===== src/mxc_pkg.sv =====
// package of constants for the multiplexed converter sequencer and trim block
// assumes one 125 MHz clock that also serves as the converter master clock
// How it works
// - mode 00b: one sequence per launch bit
// - launch bit always aborts and restarts sequence; with no step enabled it only aborts to idle
// - mode 01b: ready falling edge or launch starts
// - mode 01b: ready edges ignored while sequence runs
// - modes 10b/11b repeat sequences after first launch
// - settle delay 16 to 4096 clocks per code
// - oversample code sets 384/512/768/1280 clock conversions
// - reserved bits ignore writes, read zero
// - spare low byte is plain storage
// - offset trim 16-bit signed, resets to zero
// - offset step halves for step gain 2 or 4
// - gain trim register at 8Fh, resets zero
// - gain factor is one plus value over 2^16
// - disable or standby clears data and step counter
package mxc_pkg;

   // ==========================================================
   // register map
   localparam logic [7:0] ADDR_SEQ_CFG     = 8'h8C;  // sequence config
   localparam logic [7:0] ADDR_SPARE       = 8'h8D;  // spare storage
   localparam logic [7:0] ADDR_OFFSET_TRIM = 8'h8E;  // offset trim
   localparam logic [7:0] ADDR_GAIN_TRIM   = 8'h8F;  // gain trim

   // ==========================================================
   // field positions of the sequence config register
   localparam int MODE_LSB  = 14;  // sequencer_start_mode [15:14]
   localparam int DELAY_LSB = 8;   // step_settle_delay [10:8]
   localparam int OSR_LSB   = 0;   // oversample_ratio_select [1:0]
   localparam int SPARE_W   = 8;   // writable width of spare register

   // ==========================================================
   // reset values
   localparam logic [1:0]  RST_MODE   = 2'h0;
   localparam logic [2:0]  RST_DELAY  = 3'h0;
   localparam logic [1:0]  RST_OSR    = 2'h0;
   localparam logic [7:0]  RST_SPARE  = 8'h00;
   localparam logic [15:0] RST_TRIM   = 16'h0000;
   localparam logic [15:0] RST_RESULT = 16'h0000;

   // ==========================================================
   // start modes
   localparam logic [1:0] MODE_SINGLE = 2'h0;  // one shot on launch bit
   localparam logic [1:0] MODE_READY  = 2'h1;  // one shot on ready edge

   // ==========================================================
   // timing counts in master clock periods
   localparam int CNT_W = 13;
   localparam logic [CNT_W-1:0] SETTLE_CYC [8] = '{
      13'h0010, 13'h0040, 13'h0080, 13'h0100,
      13'h0200, 13'h0400, 13'h0800, 13'h1000};
   localparam logic [CNT_W-1:0] CONV_CYC [4] = '{
      13'h0180, 13'h0200, 13'h0300, 13'h0500};

   // ==========================================================
   // sequencer states, gray along idle-settle-convert-store
   typedef enum logic [1:0] {
      ST_IDLE    = 2'b00,
      ST_SETTLE  = 2'b01,
      ST_CONVERT = 2'b11,
      ST_STORE   = 2'b10
   } mxc_state_t;

endpackage : mxc_pkg


===== src/mxc_sequencer.sv =====
// sequencer, timing and trim registers of the multiplexed converter
// assumes the host interface delivers decoded register reads and writes
// on clk, and that the ready pin is asynchronous to clk
`timescale 1ns/100ps
module mxc_sequencer (
   input  wire logic        clk,
   input  wire logic        rst,
   input  wire logic        ce,                    // freezes all state when low
   input  wire logic [7:0]  reg_addr,              // register index
   input  wire logic [15:0] reg_wdata,
   input  wire logic        reg_wr,                // one-cycle write strobe
   input  wire logic        reg_rd,                // one-cycle read strobe
   input  wire logic        sequence_launch_bit,   // one-cycle launch pulse
   input  wire logic        mux_converter_enable,
   input  wire logic        standby,               // standby or power-down
   input  wire logic        primary_conv_ready_n,  // asynchronous pin
   input  wire logic [3:0]  step_enable,           // per-step enables
   input  wire logic [7:0]  step_gain,             // 2 bits per step
   input  wire logic [15:0] conv_raw,              // raw sample at conversion end
   output logic      [15:0] reg_rdata,
   output logic      [15:0] conv_result,
   output logic      [1:0]  sequence_step_counter,
   output logic             seq_busy,
   output logic             converting
);
   // ==========================================================
   // state
   logic [1:0]  mode_reg, mode_next;                // sequencer_start_mode
   logic [2:0]  delay_reg, delay_next;              // step_settle_delay
   logic [1:0]  osr_reg, osr_next;                  // oversample_ratio_select
   logic [7:0]  spare_reg, spare_next;              // spare storage
   logic [15:0] offset_reg, offset_next;            // offset_trim_value
   logic [15:0] gain_reg, gain_next;                // gain_trim_value
   logic [15:0] rdata_reg, rdata_next;              // read answer
   logic [15:0] result_reg, result_next;            // corrected result
   logic [1:0]  step_reg, step_next;                // sequence_step_counter
   logic [12:0] cnt_reg, cnt_next;                  // settle/convert counter
   logic        conv_reg, conv_next;                // converting flag
   logic        busy_reg, busy_next;
   logic [2:0]  rdy_sync_reg, rdy_sync_next;        // sync then edge stage
   mxc_pkg::mxc_state_t state_reg, state_next;

   logic        active;      // enabled and not in standby
   logic        ready_fall;  // falling edge of synchronised ready
   logic [2:0]  first_hit;   // {found, index} from step 0
   logic [2:0]  next_hit;    // {found, index} after current step
   logic [15:0] corrected;

   // ==========================================================
   // helpers
   // search for the first enabled step at or above a start index
   function automatic logic [2:0] find_step(input logic [3:0] en,
                                            input logic [2:0] from);
      logic [2:0] hit;
      hit = 3'h0;
      for (int i = 3; i >= 0; i--) begin
         if (en[i] && (3'(i) >= from)) begin
            hit = {1'b1, 2'(i)};
         end
      end
      return hit;
   endfunction : find_step

   // settle delay load value for a code
   function automatic logic [12:0] settle_load(input logic [2:0] code);
      return mxc_pkg::SETTLE_CYC[code] - 13'h0001;
   endfunction : settle_load

   // step search is combinational; four steps keep it shallow
   assign active     = mux_converter_enable && !standby;
   assign ready_fall = rdy_sync_reg[2] && !rdy_sync_reg[1];
   assign first_hit  = find_step(step_enable, 3'h0);
   assign next_hit   = find_step(step_enable, {1'b0, step_reg} + 3'h1);

   // correction works on the live raw input, the last convert cycle only registers it
   mxc_trim u_trim (
      .raw         (conv_raw),
      .offset_trim (offset_reg),
      .gain_trim   (gain_reg),
      .half_step   (step_gain[{step_reg, 1'b0} +: 2] != 2'h0),
      .corrected   (corrected)
   );

   // ==========================================================
   // register file next values
   // writes land at the strobe's edge; a read answers at that same edge
   always_comb begin
      mode_next   = mode_reg;
      delay_next  = delay_reg;
      osr_next    = osr_reg;
      spare_next  = spare_reg;
      offset_next = offset_reg;
      gain_next   = gain_reg;
      rdata_next  = rdata_reg;
      // writes: reserved bits simply not stored
      if (reg_wr) begin
         unique case (reg_addr)
            mxc_pkg::ADDR_SEQ_CFG: begin
               mode_next  = reg_wdata[mxc_pkg::MODE_LSB +: 2];
               delay_next = reg_wdata[mxc_pkg::DELAY_LSB +: 3];
               osr_next   = reg_wdata[mxc_pkg::OSR_LSB +: 2];
            end
            mxc_pkg::ADDR_SPARE:       spare_next  = reg_wdata[7:0];
            mxc_pkg::ADDR_OFFSET_TRIM: offset_next = reg_wdata;
            mxc_pkg::ADDR_GAIN_TRIM:   gain_next   = reg_wdata;
            default: ;  // other addresses belong elsewhere
         endcase
      end
      // reads: reserved fields and unknown addresses give zero
      if (reg_rd) begin
         unique case (reg_addr)
            mxc_pkg::ADDR_SEQ_CFG:
               rdata_next = {mode_reg, 3'h0, delay_reg, 6'h00, osr_reg};
            mxc_pkg::ADDR_SPARE:       rdata_next = {8'h00, spare_reg};
            mxc_pkg::ADDR_OFFSET_TRIM: rdata_next = offset_reg;
            mxc_pkg::ADDR_GAIN_TRIM:   rdata_next = gain_reg;
            default:                   rdata_next = 16'h0000;
         endcase
      end
   end

   // register flops; reset wins over ce, ce low freezes them
   always_ff @(posedge clk) begin
      if (rst) begin
         mode_reg   <= mxc_pkg::RST_MODE;
         delay_reg  <= mxc_pkg::RST_DELAY;
         osr_reg    <= mxc_pkg::RST_OSR;
         spare_reg  <= mxc_pkg::RST_SPARE;
         offset_reg <= mxc_pkg::RST_TRIM;
         gain_reg   <= mxc_pkg::RST_TRIM;
         rdata_reg  <= 16'h0000;
      end else if (ce) begin
         mode_reg   <= mode_next;
         delay_reg  <= delay_next;
         osr_reg    <= osr_next;
         spare_reg  <= spare_next;
         offset_reg <= offset_next;
         gain_reg   <= gain_next;
         rdata_reg  <= rdata_next;
      end
   end

   // ==========================================================
   // sequencer next values
   // a step settles for the selected delay, converts with converting high,
   // then spends one store cycle; a launch wins over every state except
   // disable, which drops the sequence and clears the result
   always_comb begin
      state_next    = state_reg;
      step_next     = step_reg;
      cnt_next      = cnt_reg;
      result_next   = result_reg;
      conv_next     = 1'b0;
      rdy_sync_next = {rdy_sync_reg[1:0], primary_conv_ready_n};
      if (!active) begin
         // disabled or standby drops everything
         state_next  = mxc_pkg::ST_IDLE;
         step_next   = 2'h0;
         result_next = mxc_pkg::RST_RESULT;
      end else if (sequence_launch_bit) begin
         // launch always aborts; it begins at the first enabled step, or idles if none is
         if (first_hit[2]) begin
            state_next = mxc_pkg::ST_SETTLE;
            step_next  = first_hit[1:0];
            cnt_next   = settle_load(delay_reg);
         end else begin
            state_next = mxc_pkg::ST_IDLE;
         end
      end else begin
         unique case (state_reg)
            mxc_pkg::ST_IDLE: begin
               // ready edges only count when idle
               if (mode_reg == mxc_pkg::MODE_READY && ready_fall && first_hit[2]) begin
                  state_next = mxc_pkg::ST_SETTLE;
                  step_next  = first_hit[1:0];
                  cnt_next   = settle_load(delay_reg);
               end
            end
            mxc_pkg::ST_SETTLE: begin
               if (cnt_reg == 13'h0000) begin
                  // settling done, start the step's conversion
                  state_next = mxc_pkg::ST_CONVERT;
                  cnt_next   = mxc_pkg::CONV_CYC[osr_reg] - 13'h0001;
                  conv_next  = 1'b1;
               end else begin
                  cnt_next = cnt_reg - 13'h0001;
               end
            end
            mxc_pkg::ST_CONVERT: begin
               if (cnt_reg == 13'h0000) begin
                  result_next = corrected;
                  state_next  = mxc_pkg::ST_STORE;
               end else begin
                  cnt_next  = cnt_reg - 13'h0001;
                  conv_next = 1'b1;
               end
            end
            mxc_pkg::ST_STORE: begin
               if (next_hit[2]) begin
                  // switch input selection, then settle
                  state_next = mxc_pkg::ST_SETTLE;
                  step_next  = next_hit[1:0];
                  cnt_next   = settle_load(delay_reg);
               end else if (mode_reg[1] && first_hit[2]) begin
                  state_next = mxc_pkg::ST_SETTLE;
                  step_next  = first_hit[1:0];
                  cnt_next   = settle_load(delay_reg);
               end else begin
                  state_next = mxc_pkg::ST_IDLE;
               end
            end
         endcase
      end
      busy_next = (state_next != mxc_pkg::ST_IDLE);
   end

   // sequencer flops; synchroniser preset high, so no false edge at reset
   always_ff @(posedge clk) begin
      if (rst) begin
         state_reg    <= mxc_pkg::ST_IDLE;
         step_reg     <= 2'h0;
         cnt_reg      <= 13'h0000;
         result_reg   <= mxc_pkg::RST_RESULT;
         conv_reg     <= 1'b0;
         busy_reg     <= 1'b0;
         rdy_sync_reg <= 3'h7;
      end else if (ce) begin
         state_reg    <= state_next;
         step_reg     <= step_next;
         cnt_reg      <= cnt_next;
         result_reg   <= result_next;
         conv_reg     <= conv_next;
         busy_reg     <= busy_next;
         rdy_sync_reg <= rdy_sync_next;
      end
   end

   // every output straight from a flop
   assign reg_rdata             = rdata_reg;
   assign conv_result           = result_reg;
   assign sequence_step_counter = step_reg;
   assign seq_busy              = busy_reg;
   assign converting            = conv_reg;
endmodule : mxc_sequencer


===== src/mxc_trim.sv =====
// offset and gain correction of one raw conversion result
// assumes raw result and trims are stable; purely combinational
`timescale 1ns/100ps
module mxc_trim (
   input  wire logic [15:0] raw,
   input  wire logic [15:0] offset_trim,
   input  wire logic [15:0] gain_trim,
   input  wire logic        half_step,
   output logic      [15:0] corrected
);
   logic signed [16:0] off_eff;   // offset in result codes
   logic signed [16:0] diff;      // raw minus offset
   logic signed [17:0] factor;    // 2^16 plus gain trim
   logic signed [34:0] prod;      // full product
   logic signed [34:0] scaled;    // product back to result scale

   // ==========================================================
   // correction
   always_comb begin
      // finer offset step at step gain 2 or 4
      off_eff = half_step ? ($signed({offset_trim[15], offset_trim}) >>> 1)
                          : $signed({offset_trim[15], offset_trim});
      diff    = $signed({raw[15], raw}) - off_eff;
      factor  = $signed({2'b01, 16'h0000}) + $signed({{2{gain_trim[15]}}, gain_trim});
      prod    = 35'(diff * factor);
      scaled  = prod >>> 16;
      // saturate rather than wrap at full scale
      if (scaled > 35'sh0_0000_7FFF) begin
         corrected = 16'h7FFF;
      end else if (scaled < -35'sh0_0000_8000) begin
         corrected = 16'h8000;
      end else begin
         corrected = scaled[15:0];
      end
   end
endmodule : mxc_trim


===== config.mk =====
export PLATFORM = sky130hd
export DESIGN_NAME = mxc_sequencer
export DESIGN_NICKNAME = d
export VERILOG_FILES = /design/src/mxc_pkg.sv /design/src/mxc_sequencer.sv /design/src/mxc_trim.sv
export SDC_FILE = /design/constraint.sdc
export NUM_CORES = 1
export LEC_CHECK = 0
export BUFFER_PORTS_ARGS = -buffer_cell sky130_fd_sc_hd__buf_2
export CORE_MARGIN = 5
export CORE_UTILIZATION = 60
export CTS_BUF_LIST = sky130_fd_sc_hd__clkbuf_8
export DETAILED_ROUTE_END_ITERATION = 6
export PLACE_DENSITY = 0.77
export SLEW_MARGIN = 0
export SYNTH_ARGS = -nofsm -noshare
export SYNTH_HDL_FRONTEND = slang
export SYNTH_SLANG_ARGS = --single-unit

===== constraint.sdc =====
create_clock -name clk -period 35.5 [get_ports clk]
set_clock_uncertainty 0.2 [all_clocks]
set_input_delay 7.1 -clock clk [delete_from_list [all_inputs] [get_ports clk]]
set_output_delay 7.1 -clock clk [all_outputs]
set_load 0.005 [all_outputs]

# == Word-level counts from Yosys, hierarchy flattened ==
# Memory sizes are Yosys's and may differ from the RTL's.
# Index checks and enable logic that the tools add are counted.
# classes
order_cmp,8
shifts,1
n_reduce_logical,23
n_eq_ne,19
bitwise_logic,2
addsub,6
n_mul,1
n_mux,50
# op_table
cell,count
two-way mux 13 bit,11
two-way mux 16 bit,6
case mux 16 bit (4 select lines),1
case mux 13 bit (4 select lines),1
"subtractor 13 x 1 -> 13 bit, second input constant",3
multiplier 17 x 18 -> 35 bit,1
"== test 8 bit, second input constant",4
binary-select mux 13 bit (select 2 bit),1
two-way mux 3 bit,8
two-way mux 2 bit,11
"greater-than comparator 19 x 16 -> 1 bit, second input constant",1
"less-than comparator 19 x 16 -> 1 bit, second input constant",1
"adder 18 x 16 -> 18 bit, first input constant",1
subtractor 16 x 16 -> 17 bit,1
two-way mux 15 bit,1
logical NOT 13 bit,1
AND reduction 3 bit,4
logical AND 1 bit,9
"!= test 4 bit, second input constant",2
case mux 2 bit (4 select lines),1
variable part select 8 x 4 -> 2 bit,1
two-way mux 1 bit,7
">= comparator 1 x 3 -> 1 bit, first input constant",2
">= comparator 2 x 3 -> 1 bit, first input constant",2
other kinds (22),29
# word_totals
mem_count,1
mem_bits_ro,104
reg_bits,101
word_cells,125
# mem_list
memory,depth,word_bits,rd,rd_clocked_by_memory_dff,write_ports,line_no,text
(no name shown),8,13,1,0,0,mxc_sequencer.sv:66,return mxc_pkg::SETTLE_CYC[code] - 13'h0001;

# == Longest topological paths before layout ==
# Gate-level depths: netlist of the first run.
# depth
word_depth,12
depth_mapped,42
depth_no_buf,40

# == Hierarchy ==
# From an unflattened synthesis of the first run, not the netlist that was laid out.
# hier_totals
cells_unflattened,1812
area_unflattened_um2,15836.4
# by_module_without_submodules
module,n_inst,seq_area_each_um2,area_per_inst_um2,cells_per_inst
mxc_trim,1,0.0,10983.0,1301
mxc_sequencer,1,2021.9,4853.4,511

# == Worst setup path after synthesis of the first run ==
# No wires, ideal clock.
# synth_timing
path_kind,input -> register
start,input step_gain[3]
end,"register result_reg[12], in the netlist conv_result[12]"
cell_stages,39
setup_ns,0.127
n_path_buf,3
setup_slack_ns,18.356
arrival_ns,16.817
path_cell_list,o31ai_1 > a22oi_1 > nor2_1 > clkbuf_1 > mux2i_1 > fa_1 > a21o_1 > a21oi_1 > o21ai_0 > a21oi_1 > o21bai_1 > a211o_1 > a2111oi_0 > o21a_1 > nor2_1 > buf_2 > and2_1 > fa_1 > [... 3 more ...] > fa_1 > fa_1 > fa_1 > inv_1 > fa_1 > inv_1 > ha_1 > a21o_1 > a21o_1 > a211oi_1 > nand3_2 > a2111oi_0 > nor3_1 > xnor2_1 > o32ai_1 > nand2_1 > clkbuf_2 > o21ai_0
# synth_between
elab_chain_cells,12
# synth_rtl
item,line_no,text
from (decl),mxc_sequencer.sv:18,"input wire logic [7:0] step_gain,"
variable part select 8 x 4 -> 2 bit (*),mxc_sequencer.sv:80,".half_step (step_gain[{step_reg, 1'b0} +: 2] != 2'h0),"
nonzero test 2 bit (*),mxc_sequencer.sv:80,
two-way mux 15 bit (*),mxc_trim.sv:21,"off_eff = half_step ? ($signed({offset_trim[15], offset_trim}) >>> 1)"
subtractor 16 x 16 -> 17 bit (*),mxc_trim.sv:23,"diff = $signed({raw[15], raw}) - off_eff;"
multiplier 17 x 18 -> 35 bit (*),mxc_trim.sv:25,prod = 35'(diff * factor);
less-than comparator 19 x 16 -> 1 bit,mxc_trim.sv:30,end else if (scaled < -35'sh0_0000_8000) begin
two-way mux 16 bit,mxc_trim.sv:30,
two-way mux 16 bit (*),mxc_trim.sv:28,if (scaled > 35'sh0_0000_7FFF) begin
two-way mux 16 bit (*),mxc_sequencer.sv:190,if (cnt_reg == 13'h0000) begin
two-way mux 16 bit (*),mxc_sequencer.sv:170,unique case (state_reg)
two-way mux 16 bit (*),mxc_sequencer.sv:160,end else if (sequence_launch_bit) begin
two-way mux 16 bit (*),mxc_sequencer.sv:155,if (!active) begin
to (signal assigned),mxc_sequencer.sv:223,result_reg <= mxc_pkg::RST_RESULT;
to (signal assigned),mxc_sequencer.sv:231,result_reg <= result_next;
to (decl),mxc_sequencer.sv:35,"logic [15:0] result_reg, result_next;"
# Every way passes the cells marked *; elsewhere a longest branch is shown, timed or not. The select of a mux whose other input is x is not followed.
# A chain may end at the register's enable or synchronous reset.

# == Worst setup path after layout of the first run ==
# layout_timing
start,input step_gain[3]
end,"register result_reg[10], in the netlist conv_result[10]"
# The elaborated chain is that of the path after synthesis.

==> impl_metrics.env, run 1 <==
export IMPL_status="finished, violations left"
export IMPL_violations="DRC"
export IMPL_top_level_ports=97
export IMPL_grt_pass1_wl_um=67000
export IMPL_hold_viol_final=0
export IMPL_ff2ff_setup_slack_ps=23090
export IMPL_switching_share_pct=36.9
export IMPL_slowest_stage="nor2_2"
export IMPL_grt_pass1_vias=13400
export IMPL_ys_flop_type="dfxtp_1"
export IMPL_num_vias=13100
export IMPL_grt_use_met1_pct=36.8
export IMPL_tightest_slew_ps=1230
export IMPL_cts_buffers=9
export IMPL_rsz0062_at_grt="no"
export IMPL_die_w_um=172
export IMPL_period_minus_slack_ps=18770
export IMPL_critPathCaptureType="register"
export IMPL_wirelength_um=40200
export IMPL_final_cells=2237
export IMPL_cts_setup_buffers=0
export IMPL_die_h_um=172
export IMPL_drt_iter0_markers=968
export IMPL_async_reset_ff_share_pct=0
export IMPL_critPathLaunchType="input port"
export IMPL_insertedDiodeCount=0
export IMPL_cts_hold_buf=0
export IMPL_dieArea_um2=29500
export IMPL_firstDrtPassIters=7
export IMPL_drc=2
export IMPL_cts_htree_levels=3
export IMPL_power_share_combinational_pct=37.4
export IMPL_nNetsFinal=2326
export IMPL_synth_top_area_share_pct=28.5
export IMPL_dpl_cell_count=2222
export IMPL_ys_seq_elements=101
export IMPL_postCtsResizedCells=0
export IMPL_io_buffer_count=96
export IMPL_cts_tree="yes"
export IMPL_viasPerCell=5.84
export IMPL_grt_busiest_layer="met2"
export IMPL_slew_viol_final=0
export IMPL_p_clk_share_pct=27.2
export IMPL_grt_overflow_total=0
export IMPL_crit_type="in2reg"
export IMPL_synth_top_cells_by_area="fa_1 (28%), dfxtp_1 (13%), ha_1 (11%)"
export IMPL_postRouteAntennaNets=0
export IMPL_setup_viol=0
export IMPL_synth_area_leader_cell="fa_1"
export IMPL_post_route_period_util_pct=52.9
export IMPL_fmax_ghz=0.0533
export IMPL_required_ps=35620
export IMPL_grt_total_usage_pct=28.1
export IMPL_holdWs_ps=253
export IMPL_synth_edff_count=0
export IMPL_antenna_found_initial=0
export IMPL_power_density_nw_per_um2=19.5
export IMPL_slew_headroom_pct=18.0
export IMPL_utilization_pct=64.3
export IMPL_root_buffer="clkbuf_8"
export IMPL_gp_congestion=0.931
export IMPL_cell_internal_pwr_uw=205
export IMPL_critPathMaxFanout=18
export IMPL_path_clk_slew_ps=110
export IMPL_hpwl_um=30700
export IMPL_post_drt_wl_per_cell_um=18.0
export IMPL_grt_max_degree=89
export IMPL_hold_class="reg2reg"
export IMPL_critPathMostFrequentCell="fa_1"
export IMPL_p_leak_nw=8.11
export IMPL_ys_warn_count=0
export IMPL_final_common_cell="inv_1"
export IMPL_initial_core_util_pct=60.5
export IMPL_p_seq_share_pct=35.3
export IMPL_crit_path_max_incr_delay_ps=790
export IMPL_synth_area_per_cell_um2=8.41
export IMPL_synth_seq_area_share_pct=12.9
export IMPL_drive_gt1_share_pct=10.5
export IMPL_tns_ps=0
export IMPL_vdd_drop_max_uv=17.9
export IMPL_clock_latency_ps=380
export IMPL_clock_sinks=101
export IMPL_drv_cap=0
export IMPL_cp_arrival_ps=18880
export IMPL_clock_path_buffers=2
export IMPL_use_met3_pct=4.11
export IMPL_syn_cell_area_um2=15700
export IMPL_mostFrequentLayoutCells="inv_1 (314), nand2_1 (224), fa_1 (223)"
export IMPL_totalPowerFinal_uw=324
export IMPL_num_rows=59
export IMPL_area_growth_pct=6.34
export IMPL_met2_usage_pct=48.0
export IMPL_core_um2=25900
export IMPL_synthDistinctLibCells=72
export IMPL_p_sw_uw=120
export IMPL_syn_inst=1865
## stage by stage
| stage | instance area, um2 | worst slack [ps] |
|---|---|---|
| after CTS | 16700 | 16880 |
| after global routing | 16700 | 15920 |
| after detailed placement | 16400 | 16520 |
| final | 16700 | 16730 |
| after floorplan | 15700 | 18360 |
| after global placement | 16400 | 16710 |
## cells by family after synthesis
| kind of cell | share of synthesized area, % |
|---|---|
| flip-flops | 12.9 |
| AO/OA/AOI/OAI | 11.2 |
| buffers and inverters | 10.3 |
| adder cells (fa/ha/maj) | 40.0 |
| AND/OR/NAND/NOR | 19.4 |
| XOR/XNOR | 1.79 |
| multiplexers | 4.37 |
| other | 0.0479 |
## power groups by stage
stage	clock (mW)	combinational, mW	sequential (mW)
floorplan	0	0.0880	0.117
global placement	0	0.118	0.117
detailed placement	0	0.120	0.117
CTS	0.0903	0.121	0.115
global route	0.0943	0.136	0.115
finish	0.0883	0.121	0.115
## area by class of cell
type                       count  area (um2)
multi-input combinational   1340       12100
fill                        2201        9240
sequential                   101        2020
inverter                     315        1180
timing repair buffer         131         743
tap                          335         419
clock buffer                  11         151
clock inverter                 4        77.6
## Yosys cell counts, types with 18 or more instances
| master | number |
|---|---|
| clkbuf_1 | 101 |
| mux2i_1 | 46 |
| and3_1 | 31 |
| xnor2_1 | 21 |
| inv_1 | 314 |
| fa_1 | 223 |
| nor2b_1 | 27 |
| nand2b_1 | 18 |
| o311ai_0 | 19 |
| a22oi_1 | 18 |
| nand3_1 | 36 |
| dfxtp_1 | 101 |
| nor3_1 | 26 |
| nor2_1 | 127 |
| nand2_1 | 224 |
| a21oi_1 | 60 |
| and2_1 | 67 |
| o21ai_0 | 35 |
| ha_1 | 144 |
| a211oi_1 | 22 |
## metal layers
metal | part of all wire (%) | vias to the layer above | wire length (um)
li1 | - | 6065 | -
met1 | 42 | 6437 | 16700
met2 | 49 | 462 | 19500
met3 | 6.3 | 96 | 2540
met4 | 3.5 | 0 | 1420
met5 | 0 | - | 0
## worst paths after layout
path,end,start,cells past startpoint
hold / removal,conv_result[1]$_SDFFE_PP0P_,conv_result[1]$_SDFFE_PP0P_,2
setup / recovery,conv_result[10]$_SDFFE_PP0P_,step_gain[3],36
hold reg to reg,conv_result[1]$_SDFFE_PP0P_,conv_result[1]$_SDFFE_PP0P_,2
setup reg to reg,conv_result[10]$_SDFFE_PP0P_,sequence_step_counter[1]$_SDFFE_PP0P_,35
## worst max-delay path: cells and delay by family
family | cells | cell delay, ps
fa+ha+maj | 8 | 3840
buf+inv | 4 | 490
xor+xnor | 1 | 230
mux | 1 | 270
compound gates | 13 | 4070
simple gates | 9 | 2840
No activity file was read; power rests on OpenSTA's default activity.
==> run 2: changes to the inputs <==
- clock period: 35.5 -> 18.7 ns (I/O delays scaled with it)
==> impl_metrics.env, run 2 (synthesized netlist as in run 1, its figures left out) <==
export IMPL_hold_class="reg2reg"
export IMPL_crit_type="in2reg"
export IMPL_critPathLaunchType="input port"
export IMPL_utilization_pct=64.3
export IMPL_cts_setup_buffers=0
export IMPL_final_common_cell="inv_1"
export IMPL_cts_htree_levels=3
export IMPL_critPathCaptureType="register"
export IMPL_power_density_nw_per_um2=36.7
export IMPL_die_h_um=172
export IMPL_clock_path_buffers=2
export IMPL_post_route_period_util_pct=82.0
export IMPL_multi_input_area_um2=12100
export IMPL_cts_buffers=9
export IMPL_setup_viol=0
export IMPL_drv_cap=0
export IMPL_num_rows=59
export IMPL_tns_ps=0
export IMPL_grt_total_usage_pct=28.2
export IMPL_critPathMostFrequentCell="fa_1"
export IMPL_wirelength_um=40000
export IMPL_num_vias=13000
export IMPL_period_minus_slack_ps=15340
export IMPL_root_buffer="clkbuf_8"
export IMPL_postCtsResizedCells=0
export IMPL_area_growth_pct=6.30
export IMPL_min_from="conv_result[1]$_SDFFE_PP0P_"
export IMPL_firstDrtPassIters=6
export IMPL_switching_share_pct=37.1
export IMPL_required_ps=18810
export IMPL_reg2reg_from="sequence_step_counter[1]$_SDFFE_PP0P_"
export IMPL_grt_max_degree=89
export IMPL_power_share_combinational_pct=37.7
export IMPL_critPathMaxFanout=18
export IMPL_dieArea_um2=29500
export IMPL_die_w_um=172
export IMPL_mostFrequentLayoutCells="inv_1 (316), nand2_1 (224), fa_1 (223)"
export IMPL_grt_overflow_total=0
export IMPL_antenna_found_initial=0
export IMPL_cts_tree="yes"
export IMPL_startpoint="step_gain[3]"
export IMPL_grt_pass1_vias=13400
export IMPL_post_drt_wl_per_cell_um=17.9
export IMPL_drive_gt1_share_pct=10.4
export IMPL_gp_congestion=0.933
export IMPL_nNetsFinal=2326
export IMPL_drt_iter0_markers=996
export IMPL_cts_hold_buf=0
export IMPL_p_seq_share_pct=35.6
export IMPL_slowest_stage="nor2_2"
export IMPL_insertedDiodeCount=0
export IMPL_path_clk_slew_ps=100
export IMPL_cp_arrival_ps=15450
export IMPL_core_um2=25900
export IMPL_rsz0062_at_grt="no"
export IMPL_drc=0
export IMPL_status="complete, no violations"
export IMPL_io_buffer_count=96
export IMPL_clock_latency_ps=390
export IMPL_hold_viol_final=0
export IMPL_top_level_ports=97
export IMPL_seqCellArea_um2=2020
export IMPL_fmax_ghz=0.0652
export IMPL_p_clk_share_pct=26.7
export IMPL_crit_path_max_incr_delay_ps=780
export IMPL_slew_headroom_pct=22.1
export IMPL_nFillCells=2182
export IMPL_slew_viol_final=0
export IMPL_grt_pass1_wl_um=67100
export IMPL_hpwl_um=30600
export IMPL_postRouteAntennaNets=0
export IMPL_p_sw_uw=227
export IMPL_initial_core_util_pct=60.5
export IMPL_viasPerCell=5.82
export IMPL_clock_sinks=101
export IMPL_cell_internal_pwr_uw=385
export IMPL_tightest_slew_ps=1160
export IMPL_p_leak_nw=8.12
export IMPL_vdd_drop_max_uv=44.1
## run 2: changes by cell type in the layout (fill, tap and decap cells not counted), sizes merged
cell    change
inv         +2
clkbuf      -1
## run 2: path summary, 6_finish.rpt
kind                                   to  slack, ps  cells past startpoint
min           conv_result[1]$_SDFFE_PP0P_        250                      2
max          conv_result[10]$_SDFFE_PP0P_       3360                     36
max reg2reg  conv_result[10]$_SDFFE_PP0P_       6350                     35
min reg2reg   conv_result[1]$_SDFFE_PP0P_        250                      2
## run 2: layer usage
layer | share of wire (%) | track usage, %
met1 | 41 | 37.4
met4 | 2.9 | 8.82
met2 | 49 | 47.9
met5 | 0 | 0
met3 | 7.7 | 4.37
## run 2: metrics by stage
step | cell area [um2] | power (mW) | cells | setup slack (ps) | hold WS [ps]
after detailed placement | 16400 | 0.450 | 2222 | 3020 | 237
after floorplan | 15700 | 0.389 | 1866 | 4920 | 231
after global placement | 16400 | 0.446 | 2222 | 3270 | 231
after CTS | 16700 | 0.617 | 2238 | 3430 | 260
final | 16700 | 0.612 | 2238 | 3360 | 252
after global routing | 16700 | 0.655 | 2238 | 2460 | 286
## run 2: critical path: cells and delay by family
kind,cells,cell delay (ps)
AO/OA/AOI/OAI,13,4030
adder cells (fa/ha/maj),8,3710
AND/OR/NAND/NOR,9,2830
buffers and inverters,4,480
multiplexers,1,420
XOR/XNOR,1,220
## run 2: layout make-up
cell class / instances / share of cell area, %
well taps: 335 / 2.51
clock inverters: 6 / 0.510
flip-flops and latches: 101 / 12.1
inverters: 315 / 7.09
clock buffers: 10 / 0.826
multi-input cells: 1340 / 72.5
repair buffers: 131 / 4.46
## run 2: power groups by stage
stage	Sequential (mW)	Clock, mW	Combinational [mW]
floorplan	0.222	0	0.167
global placement	0.223	0	0.223
detailed placement	0.223	0	0.227
CTS	0.218	0.168	0.231
global route	0.218	0.177	0.260
finish	0.218	0.163	0.231
==> run 3: changes to the inputs <==
- ABC_AREA: unset -> 1
- clock period: 18.7 -> 14.38 ns (I/O delays scaled with it)
==> impl_metrics.env, run 3 <==
export IMPL_status="complete, no violations"
export IMPL_ys_warn_count=0
export IMPL_clock_path_buffers=2
export IMPL_synthDistinctLibCells=50
export IMPL_synth_seq_area_share_pct=12.8
export IMPL_hold_end="spare_reg[7]$_SDFFE_PP0P_"
export IMPL_synth_most_common_cell="inv_1"
export IMPL_die_w_um=172
export IMPL_min_from="spare_reg[7]$_SDFFE_PP0P_"
export IMPL_viasPerCell=5.56
export IMPL_io_buffer_count=96
export IMPL_synth_top_cells_by_area="fa_1 (28%), dfxtp_1 (13%), ha_1 (11%)"
export IMPL_drive_gt1_share_pct=8.29
export IMPL_p_sw_uw=754
export IMPL_met2_length_um=20900
export IMPL_rsz0062_at_grt="no"
export IMPL_synth_area_per_cell_um2=7.27
export IMPL_syn_inst=2165
export IMPL_nNetsFinal=2630
export IMPL_slowest_stage="o31ai_4"
export IMPL_period_minus_slack_ps=11780
export IMPL_setup_viol=0
export IMPL_area_growth_pct=5.19
export IMPL_postRouteAntennaNets=0
export IMPL_whs_path_depth=2
export IMPL_reg2reg_from="sequence_step_counter[1]$_SDFFE_PP0P_"
export IMPL_wirelength_um=44500
export IMPL_cts_tree="yes"
export IMPL_firstDrtPassIters=6
export IMPL_crit_path_max_incr_delay_ps=850
export IMPL_async_reset_ff_share_pct=0
export IMPL_synth_edff_count=0
export IMPL_place_area_um2=16300
export IMPL_cp_arrival_ps=11900
export IMPL_p_leak_nw=8.62
export IMPL_drt_iter0_markers=1191
export IMPL_cp_top_family="adder cells"
export IMPL_post_route_period_util_pct=81.9
export IMPL_nFillCells=2340
export IMPL_initial_core_util_pct=60.6
export IMPL_hold_class="reg2reg"
export IMPL_drv_cap=0
export IMPL_slew_viol_final=0
export IMPL_critPathCaptureType="register"
export IMPL_antenna_found_initial=0
export IMPL_root_buffer="clkbuf_8"
export IMPL_required_ps=14500
export IMPL_synthTopCellsByCount="inv_1 (463), nand2_1 (440), fa_1 (223), nor2_1 (202), ha_1 (144)"
export IMPL_die_h_um=172
export IMPL_critPathMaxFanout=30
export IMPL_cp_num_buf_inv=7
export IMPL_ys_seq_elements=101
export IMPL_critPathLaunchType="input port"
export IMPL_clock_latency_ps=400
export IMPL_switching_share_pct=52.6
export IMPL_fmax_ghz=0.0849
export IMPL_post_drt_wl_per_cell_um=17.5
export IMPL_p_seq_share_pct=19.9
export IMPL_stdcell_area_um2=16600
export IMPL_final_common_cell="inv_1"
export IMPL_power_share_combinational_pct=65.9
export IMPL_worstRegToRegCells=49
export IMPL_num_rows=59
export IMPL_ys_flop_type="dfxtp_1"
export IMPL_grt_pass1_wl_um=70800
export IMPL_core_um2=26000
export IMPL_insertedDiodeCount=0
export IMPL_clock_sinks=101
export IMPL_hold_viol_final=0
export IMPL_mostFrequentLayoutCells="inv_1 (463), nand2_1 (440), fa_1 (223)"
export IMPL_tns_ps=0
export IMPL_hpwl_um=36200
export IMPL_gp_congestion=0.964
export IMPL_vdd_drop_max_uv=156
export IMPL_ff2ff_setup_slack_ps=4650
export IMPL_synth_top_area_share_pct=28.4
export IMPL_num_vias=14100
export IMPL_crit_type="in2reg"
export IMPL_p_clk_share_pct=14.2
export IMPL_tightest_slew_ps=1080
export IMPL_syn_cell_area_um2=15700
export IMPL_cts_buffers=9
export IMPL_routed_wl_met3_um=4010
export IMPL_totalPowerFinal_mw=1.43
export IMPL_power_density_nw_per_um2=86.6
export IMPL_synth_area_leader_cell="fa_1"
export IMPL_r2r_end="conv_result[3]$_SDFFE_PP0P_"
export IMPL_slew_headroom_pct=28.0
export IMPL_grt_max_degree=60
export IMPL_cell_internal_pwr_uw=680
export IMPL_cts_setup_buffers=0
export IMPL_grt_overflow_total=0
export IMPL_utilization_pct=63.7
export IMPL_postCtsResizedCells=0
export IMPL_holdWs_ps=262
export IMPL_grt_pass1_vias=13800
export IMPL_path_clk_slew_ps=110
export IMPL_startpoint="step_gain[1]"
export IMPL_cts_hold_buf=0
export IMPL_drc=0
export IMPL_cts_htree_levels=3
export IMPL_top_layer_used="met4"
export IMPL_grt_total_usage_pct=30.3
export IMPL_top_level_ports=97
export IMPL_critPathMostFrequentCell="nand2_1"
export IMPL_dieArea_um2=29600
export IMPL_met1_length_um=18300
-- run 3: kinds of logic (layout without fill, tap and decap cells) --
kind of cell             count (synthesis)  count (layout)  synth area share (%)
AO/OA/AOI/OAI                          323             323                  11.3
flip-flops                             101             101                  12.8
other                                    2               3                0.0477
buffers and inverters                  556             597                  13.7
AND/OR/NAND/NOR                        793             793                  21.1
adder cells (fa/ha/maj)                367             367                  39.8
XOR/XNOR                                23              23                  1.28
-- run 3: power groups by stage --
stage          registers [mW]  logic (mW)  clock network [mW]
2_1_floorplan           0.290       0.692                   0
3_3_place_gp            0.291       0.931                   0
3_5_place_dp            0.291       0.930                   0
4_1_cts                 0.285       0.941               0.207
5_1_grt                 0.285        1.06               0.220
6_report                0.285       0.945               0.204
-- run 3: cell type report --
type	count	area (um2)	area share [%]
clock buffer	10	138	0.831
clock inverter	6	78.8	0.476
inverter	483	1820	11.0
multi-input combinational	1509	11600	70.0
sequential	101	2020	12.2
tap	335	419	2.53
timing repair buffer	98	495	2.99
-- run 3: routing by layer --
layer | vias to the layer above | GRT usage (%)
met1 | 6739 | 41.8
met4 | 0 | 8.68
met2 | 602 | 48.3
met3 | 117 | 6.68
li1 | 6673 | -
met5 | - | 0
-- run 3: worst max path at each step --
stage                     slack (ps)  cells after the start                           end
after floorplan                 3710                     49  conv_result[10]$_SDFFE_PP0P_
after global placement          2430                     50   conv_result[3]$_SDFFE_PP0P_
final                           2600                     50   conv_result[3]$_SDFFE_PP0P_
after global routing            1890                     50   conv_result[3]$_SDFFE_PP0P_
after detailed placement        2250                     50   conv_result[3]$_SDFFE_PP0P_
after CTS                       2670                     50   conv_result[3]$_SDFFE_PP0P_
-- run 3: worst reg2reg max path: cells and delay by family (launching register included) --
family | cells | cell delay [ps]
and+or+nand+nor | 26 | 2430
DFF | 1 | 490
adders and majority gates | 9 | 4250
AOI/OAI and AO/OA | 8 | 1680
buffers and inverters | 6 | 590
-- run 3: metrics by stage --
| stage | setup WS, ps | instances |
|---|---|---|
| detailed placement | 2250 | 2526 |
| global placement | 2430 | 2526 |
| finish | 2600 | 2542 |
| CTS | 2670 | 2542 |
| global route | 1890 | 2542 |
| floorplan | 3710 | 2166 |
